## config.mk

```make
export PLATFORM = sky130hd
export DESIGN_NAME = ser_input_control
export DESIGN_NICKNAME = d
export VERILOG_FILES = /design/src/ser_shift.v /design/src/ser_input_control.v
export VERILOG_INCLUDE_DIRS = /design/src
export SDC_FILE = /design/constraint.sdc
export NUM_CORES = 1
export LEC_CHECK = 0
export ABC_AREA = 0
export BUFFER_PORTS_ARGS = -buffer_cell sky130_fd_sc_hd__buf_2
export CAP_MARGIN = 20
export CORE_MARGIN = 4
export CORE_UTILIZATION = 40
export DETAILED_ROUTE_END_ITERATION = 8
export HOLD_SLACK_MARGIN = 0.02
export SETUP_SLACK_MARGIN = 0.02
export SLEW_MARGIN = 20
export SYNTH_ARGS = -nofsm -noshare
export SYNTH_HDL_FRONTEND = slang
export SYNTH_SLANG_ARGS = --single-unit
export TNS_END_PERCENT = 20
```

## constraint.sdc

```tcl
create_clock -name clock -period 2.01 [get_ports clock]
set_clock_uncertainty 0.2 [all_clocks]
set_input_delay 0.3015 -clock clock [delete_from_list [all_inputs] [get_ports clock]]
set_output_delay 0.3015 -clock clock [all_outputs]
set_load 0.01 [all_outputs]
```

## src/ser_regs.vh

```
`ifndef SER_REGS_VH
`define SER_REGS_VH

// Parallel word width
`define WORD_BITS        24
// Serial frame: start clock bit, data bits, stop clock bit
`define FRAME_BITS       26
`define FRAME_CNT_BITS   5
// Embedded clock bit levels
`define CLK_BIT_START    1'b1
`define CLK_BIT_STOP     1'b0
// Selected parallel clock edges before the capture path counts as locked
`define LOCK_EDGES       8
`define LOCK_CNT_BITS    4
// Slowest parallel clock period and system clock period, in ns
`define PCLK_MAX_PERIOD_NS  200
`define SYS_PERIOD_NS       8
// Loss of parallel clock: two slowest periods without an edge
`define LOSS_TIME_NS     (2 * `PCLK_MAX_PERIOD_NS)
`define LOSS_CYCLES      (`LOSS_TIME_NS / `SYS_PERIOD_NS)
`define LOSS_CNT_BITS    7
// Lock state codes
`define LK_OFF           2'h0
`define LK_ACQ           2'h1
`define LK_ON            2'h2

`endif

```

## src/ser_shift.v

```verilog
`include "ser_regs.vh"

module ser_shift #(
	parameter WORD_BITS  = `WORD_BITS,
	parameter FRAME_BITS = `FRAME_BITS
) (
	// Clock and reset
	input  wire                 clock,
	input  wire                 srst,
	// Abort any frame in flight
	input  wire                 flush,
	// Word to send
	input  wire                 load,
	input  wire [WORD_BITS-1:0] word,
	// Serial side
	output reg                  busy_r,
	output wire                 bit_out
);

	reg [FRAME_BITS-1:0]      shift_r;
	reg [`FRAME_CNT_BITS-1:0] cnt_r;

	// LSB leaves first: start bit, data bit 0 upward, stop bit
	assign bit_out = shift_r[0];

	// Load one framed word and shift it out one bit per clock
	always @(posedge clock) begin
		if (srst || flush) begin
			shift_r <= {FRAME_BITS{1'b0}};
			cnt_r   <= {`FRAME_CNT_BITS{1'b0}};
			busy_r  <= 1'b0;
		end else if (load && !busy_r) begin
			shift_r <= {`CLK_BIT_STOP, word, `CLK_BIT_START};
			cnt_r   <= FRAME_BITS[`FRAME_CNT_BITS-1:0] - 5'h01;
			busy_r  <= 1'b1;
		end else if (busy_r) begin
			shift_r <= {1'b0, shift_r[FRAME_BITS-1:1]};
			cnt_r   <= cnt_r - 5'h01;
			if (cnt_r == {`FRAME_CNT_BITS{1'b0}})
				busy_r <= 1'b0;
		end
	end

endmodule

```

## src/ser_input_control.v

```verilog
// How it works
// - Capture on rising or falling edge select
// - Sleep low stops PLL, floats outputs
// - Sleep high: device runs normally
// - Drive enable high drives serial outputs while sleep is high
// - Drive enable low floats, PLL stays locked
`include "ser_regs.vh"

module ser_input_control #(
	parameter WORD_BITS  = `WORD_BITS,
	parameter LOCK_EDGES = `LOCK_EDGES
) (
	// Clock and reset
	input  wire                 clock,
	input  wire                 srst,
	// Parallel input pins
	input  wire                 parallel_clock_in,
	input  wire [WORD_BITS-1:0] parallel_data_in,
	// Static control pins
	input  wire                 tx_sleep_n,
	input  wire                 serial_drive_enable,
	input  wire                 capture_edge_select,
	input  wire                 swing_level_select,
	// Serial differential output, three-state
	output reg                  serial_out_p_r,
	output reg                  serial_out_n_r,
	output reg                  serial_out_oe_r,
	output reg                  swing_high_r,
	// Status
	output reg                  pll_locked_r,
	output reg                  word_overrun_r
);

	localparam LOSS_CYCLES = `LOSS_CYCLES;

	// Two-flop synchronisers for every pin
	reg                 pclk_s1_r;
	reg                 pclk_s2_r;
	reg                 pclk_s3_r;
	reg [WORD_BITS-1:0] din_s1_r;
	reg [WORD_BITS-1:0] din_s2_r;
	reg [3:0]           ctl_s1_r;
	reg [3:0]           ctl_s2_r;

	// Lock tracking
	reg [1:0]                 lk_state_r;
	reg [1:0]                 lk_state_nxt;
	reg [`LOCK_CNT_BITS-1:0]  lk_cnt_r;
	reg [`LOCK_CNT_BITS-1:0]  lk_cnt_nxt;
	reg [`LOSS_CNT_BITS-1:0]  loss_cnt_r;

	// Word hand-off
	reg [WORD_BITS-1:0] hold_r;
	reg                 hold_valid_r;

	wire                sleep_n_s;
	wire                drive_en_s;
	wire                edge_sel_s;
	wire                swing_s;
	wire                rise;
	wire                fall;
	wire                any_edge;
	wire                cap;
	wire                clk_lost;
	wire                ser_busy;
	wire                ser_bit;
	wire                ser_load;

	assign sleep_n_s  = ctl_s2_r[0];
	assign drive_en_s = ctl_s2_r[1];
	assign edge_sel_s = ctl_s2_r[2];
	assign swing_s    = ctl_s2_r[3];

	// Pins pass two flops; third clock flop only feeds edge detect
	always @(posedge clock) begin
		if (srst) begin
			pclk_s1_r <= 1'b0;
			pclk_s2_r <= 1'b0;
			pclk_s3_r <= 1'b0;
			din_s1_r  <= {WORD_BITS{1'b0}};
			din_s2_r  <= {WORD_BITS{1'b0}};
			ctl_s1_r  <= 4'h0;
			ctl_s2_r  <= 4'h0;
		end else begin
			pclk_s1_r <= parallel_clock_in;
			pclk_s2_r <= pclk_s1_r;
			pclk_s3_r <= pclk_s2_r;
			din_s1_r  <= parallel_data_in;
			din_s2_r  <= din_s1_r;
			ctl_s1_r  <= {swing_level_select, capture_edge_select,
				serial_drive_enable, tx_sleep_n};
			ctl_s2_r  <= ctl_s1_r;
		end
	end

	// Edge detection on the synchronised parallel clock
	assign rise     = pclk_s2_r & ~pclk_s3_r;
	assign fall     = ~pclk_s2_r & pclk_s3_r;
	assign any_edge = rise | fall;
	assign cap      = edge_sel_s ? rise : fall;
	assign clk_lost = (loss_cnt_r == LOSS_CYCLES[`LOSS_CNT_BITS-1:0]);

	// Watchdog on the parallel clock; held at zero while asleep
	always @(posedge clock) begin
		if (srst || !sleep_n_s || any_edge)
			loss_cnt_r <= {`LOSS_CNT_BITS{1'b0}};
		else if (!clk_lost)
			loss_cnt_r <= loss_cnt_r + 7'h01;
	end

	// Lock state: sleep shuts it off, drive enable plays no part
	always @* begin
		lk_state_nxt = lk_state_r;
		lk_cnt_nxt   = lk_cnt_r;
		case (lk_state_r)
		`LK_OFF: begin
			lk_cnt_nxt = {`LOCK_CNT_BITS{1'b0}};
			if (sleep_n_s)
				lk_state_nxt = `LK_ACQ;
		end
		`LK_ACQ: begin
			if (cap)
				lk_cnt_nxt = lk_cnt_r + 4'h1;
			if (cap && lk_cnt_r ==
				LOCK_EDGES[`LOCK_CNT_BITS-1:0] - 4'h1)
				lk_state_nxt = `LK_ON;
			if (clk_lost)
				lk_cnt_nxt = {`LOCK_CNT_BITS{1'b0}};
		end
		`LK_ON: begin
			if (clk_lost) begin
				lk_state_nxt = `LK_ACQ;
				lk_cnt_nxt   = {`LOCK_CNT_BITS{1'b0}};
			end
		end
		default: begin
			lk_state_nxt = `LK_OFF;
		end
		endcase
		if (!sleep_n_s) begin
			lk_state_nxt = `LK_OFF;
			lk_cnt_nxt   = {`LOCK_CNT_BITS{1'b0}};
		end
	end

	// Lock state registers
	always @(posedge clock) begin
		if (srst) begin
			lk_state_r <= `LK_OFF;
			lk_cnt_r   <= {`LOCK_CNT_BITS{1'b0}};
		end else begin
			lk_state_r <= lk_state_nxt;
			lk_cnt_r   <= lk_cnt_nxt;
		end
	end

	// Capture one word per selected edge once locked
	assign ser_load = hold_valid_r && !ser_busy;

	always @(posedge clock) begin
		if (srst || lk_state_r != `LK_ON) begin
			hold_r         <= {WORD_BITS{1'b0}};
			hold_valid_r   <= 1'b0;
			word_overrun_r <= 1'b0;
		end else begin
			word_overrun_r <= cap && hold_valid_r && !ser_load;
			if (cap) begin
				hold_r       <= din_s2_r;
				hold_valid_r <= 1'b1;
			end else if (ser_load) begin
				hold_valid_r <= 1'b0;
			end
		end
	end

	// Frame shifter, aborted whenever lock is lost
	ser_shift #(
		.WORD_BITS  (WORD_BITS),
		.FRAME_BITS (`FRAME_BITS)
	) u_shift (
		.clock   (clock),
		.srst    (srst),
		.flush   (lk_state_r != `LK_ON),
		.load    (ser_load),
		.word    (hold_r),
		.busy_r  (ser_busy),
		.bit_out (ser_bit)
	);

	// Registered pin outputs
	always @(posedge clock) begin
		if (srst) begin
			serial_out_p_r  <= 1'b0;
			serial_out_n_r  <= 1'b1;
			serial_out_oe_r <= 1'b0;
			swing_high_r    <= 1'b0;
			pll_locked_r    <= 1'b0;
		end else begin
			serial_out_p_r  <= ser_bit;
			serial_out_n_r  <= ~ser_bit;
			serial_out_oe_r <= sleep_n_s & drive_en_s;
			swing_high_r    <= swing_s;
			pll_locked_r    <= (lk_state_nxt == `LK_ON);
		end
	end

endmodule

```

==> results.py <==
metrics = {
    "clocking": {
        "cts.htree.levels": 4,
        "cts_root_buffer": "clkbuf_16",
        "cts_made_buffers": 17,
        "cts_buffer_depth": 2,
        "clock-sinks": 134,
        "cts_tree": "built",
        "clkTransAtPathRegs_ns": 0.05,
        "clock_latency_ns": 0.41,
    },
    "grt": {
        "grt_pass1_wl_um": 14100,
        "top_usage_layer": "met2",
        "grt_max_degree": 61,
        "grtUsageMet1_pct": 15.7,
        "grt_usage_pct": 13.3,
        "first_global_vias": 3224,
        "grtUsageMet2_pct": 21.4,
        "grt_use_met3_pct": 4.39,
        "grt_overflow_total": 0,
        "grt_antenna_before_repair": 0,
    },
    "worst_setup_path": {
        "required_ns": 2.11,
        "startpoint_type": "flop",
        "crit_fanout": 4,
        "crit_path_end_kind": "flop",
        "arrival_ns": 2.05,
        "path_class": "reg -> reg",
    },
    "timing": {
        "report.final.hold_viol_count": 0,
        "fmax_ghz": 0.512,
        "min_period_ns": 1.95,
        "slew_headroom_pct": 62.5,
        "timing.hold.ws_ns": 0.225,
        "finalCritPeriodShare_pct": 97.2,
        "setup_violations": 0,
        "tightest_slew_ns": 0.562,
        "worst_slack_ns": 0.0556,
        "rsz0062_at_grt": "true",
        "setup_tns_ns": 0,
        "drv_slew": 0,
    },
    "place": {
        "place_congestion": 0.742,
        "place_inst": 651,
        "place_area_sq_um": 5010,
        "hpwl_um": 4770,
        "numPortBuffers": 36,
        "dp_slack_ns": 0.0126,
    },
    "final_layout": {
        "multi_input_area_sq_um": 1850,
        "nets": 597,
        "n_antenna_cell": 0,
        "fin_area_sq_um": 5950,
        "instances_no_fill": 714,
        "syn_to_final_growth_pct": 27.6,
        "fin_util_pct": 52.1,
        "final_common_cell": "dfxtp_1",
        "nFillCells": 1066,
        "regArea_sq_um": 2680,
        "drive_gt1_share_pct": 16.1,
        "final_cell_mix": "dfxtp_1 (133), nor2b_1 (63), nor2_1 (60), nand2_1 (55), a21oi_1 (52)",
    },
    "synth": {
        "async_flop_share_pct": 0,
        "ys_ff_latch": 134,
        "synth_cell_type_count": 42,
        "postSynthAreaPerCell_sq_um": 9.54,
        "yosys_warnings": 0,
        "syn_inst": 489,
        "synth_edf_count": 0,
        "synth_area_sq_um": 4670,
        "synth-main-ff-cell": "dfxtp_1",
        "yosysSeqAreaShare_pct": 57.5,
        "syn_nets": 527,
    },
    "run_status": {
        "status": "complete, no violations",
    },
    "floorplanning": {
        "coreArea_sq_um": 11400,
        "initial_utilization_pct": 40.9,
        "die_x_um": 116,
        "fp-row-count": 39,
        "io_pins": 37,
        "dieArea_sq_um": 13500,
        "die_h_um": 116,
    },
    "routing": {
        "totalWireLength_um": 8100,
        "dr.pass1.iters": 4,
        "drt-initial-drc-count": 125,
        "via_count": 3312,
        "viasPerCell": 4.64,
        "drtAntennaViolNets": 0,
        "wire_per_inst_um": 11.3,
        "drc": 0,
    },
    "pwr": {
        "combPwrFrac_pct": 2.6,
        "clockPowerShare_pct": 52.2,
        "p_total_mw": 6.04,
        "seq_power_share_pct": 45.2,
        "p_int_mw": 4.85,
        "switchingPower_mw": 1.18,
        "powerDensity_nw_per_um2": 1010,
        "sw_frac_of_total_pct": 19.6,
        "p_leak_nw": 2.21,
        "vdd_drop_max_mv": 0.628,
    },
    "flow_run": {
        "cap_viol_max_count": 0,
    },
    "min_path": {
        "hp-class": "reg -> reg",
    },
}
[critical path, stage by stage, from the launching register on]
cell,delay (ns)
dfxtp_2,0.33
inv_2,0.06
ha_1,0.13
or4b_4,0.50
o211ai_1,0.23
a31oi_1,0.13
mux2_2,0.27
[cell usage after synthesis (all sizes together) (2+ instances only)]
cell type / n / area share (%)
a211oi: 5 / 0.80
a21oi: 52 / 5.6
a31oi: 2 / 0.27
and2: 2 / 0.27
buf: 6 / 0.64
clkbuf: 22 / 1.8
dfxtp: 134 / 57
ha: 7 / 1.9
inv: 8 / 0.64
mux2: 2 / 0.56
mux2i: 25 / 5.4
nand2: 55 / 4.4
nand3: 4 / 0.43
nor2: 61 / 5.0
nor2b: 63 / 8.4
nor3: 11 / 1.2
nor3b: 2 / 0.32
o21a: 2 / 0.32
o21ai: 2 / 0.21
xnor2: 4 / 0.75
xor2: 4 / 0.75
[cell type report]
cell class | instances | area share, %
clock buffer | 20 | 7.84
sequential | 134 | 45.1
clock inverter | 11 | 2.50
inverter | 8 | 0.504
multi-input combinational | 319 | 31.1
tap | 143 | 3.01
timing repair buffer | 79 | 9.92
[state kept, by name, indices dropped and copies added, names as in the netlist, 2 cells and up]
signal / count
loss_cnt_r: 7
din_s1_r: 24
lk_state_r: 2
u_shift.shift_r: 25
ctl_s2_r: 4
din_s2_r: 24
u_shift.cnt_r: 5
lk_cnt_r: 4
ctl_s1_r: 4
hold_r: 24
[final timing paths]
check / slack, ns / startpoint / end / depth (start not counted)
worst max register to register: 0.06 / loss_cnt_r[0]$_SDFFE_PP0N_ / lk_cnt_r[0]$_SDFFE_PP0P_ / 6
worst min register to register: 0.23 / ctl_s2_r[1]$_SDFF_PP0_ / serial_out_oe_r$_SDFF_PP0_ / 1
worst min-delay path: 0.23 / ctl_s2_r[1]$_SDFF_PP0_ / serial_out_oe_r$_SDFF_PP0_ / 1
worst max-delay path: 0.06 / loss_cnt_r[0]$_SDFFE_PP0N_ / lk_cnt_r[0]$_SDFFE_PP0P_ / 6
[kinds of logic (layout without fill, tap and decap cells)]
group                    count (synthesis)  after routing  share of synthesized area (%)
XOR/XNOR                                 8              8                           1.50
AND/OR/NAND/NOR                        208            208                           21.9
flip-flops                             134            134                           57.5
multiplexers                            27             27                           5.92
adder cells (fa/ha/maj)                  7              7                           1.88
AO/OA/AOI/OAI                           69             69                           8.28
buffers and inverters                   36            118                           3.06
[power by group through the flow]
stage          logic, mW  clock network (mW)  registers (mW)
2_1_floorplan     0.0722                   0            2.78
3_3_place_gp       0.112                   0            2.78
3_5_place_dp       0.115                   0            2.79
4_1_cts            0.159                3.23            2.73
5_1_grt            0.177                3.33            2.73
6_report           0.158                3.15            2.73
[routing by layer]
metal	part of all wire (%)	vias up
met5	0	-
met4	2.1	0
met3	3.1	14
met2	48	43
met1	47	1512
li1	-	1743
[repair_timing]
action	4_1_cts	5_1_grt
hold endpoints to repair	30	0
resized for setup	2	2
setup buffers	0	2
pin swaps	0	3
hold buffers	30	0
setup endpoints to repair	2	2
Power figures use the tool's default switching activity.
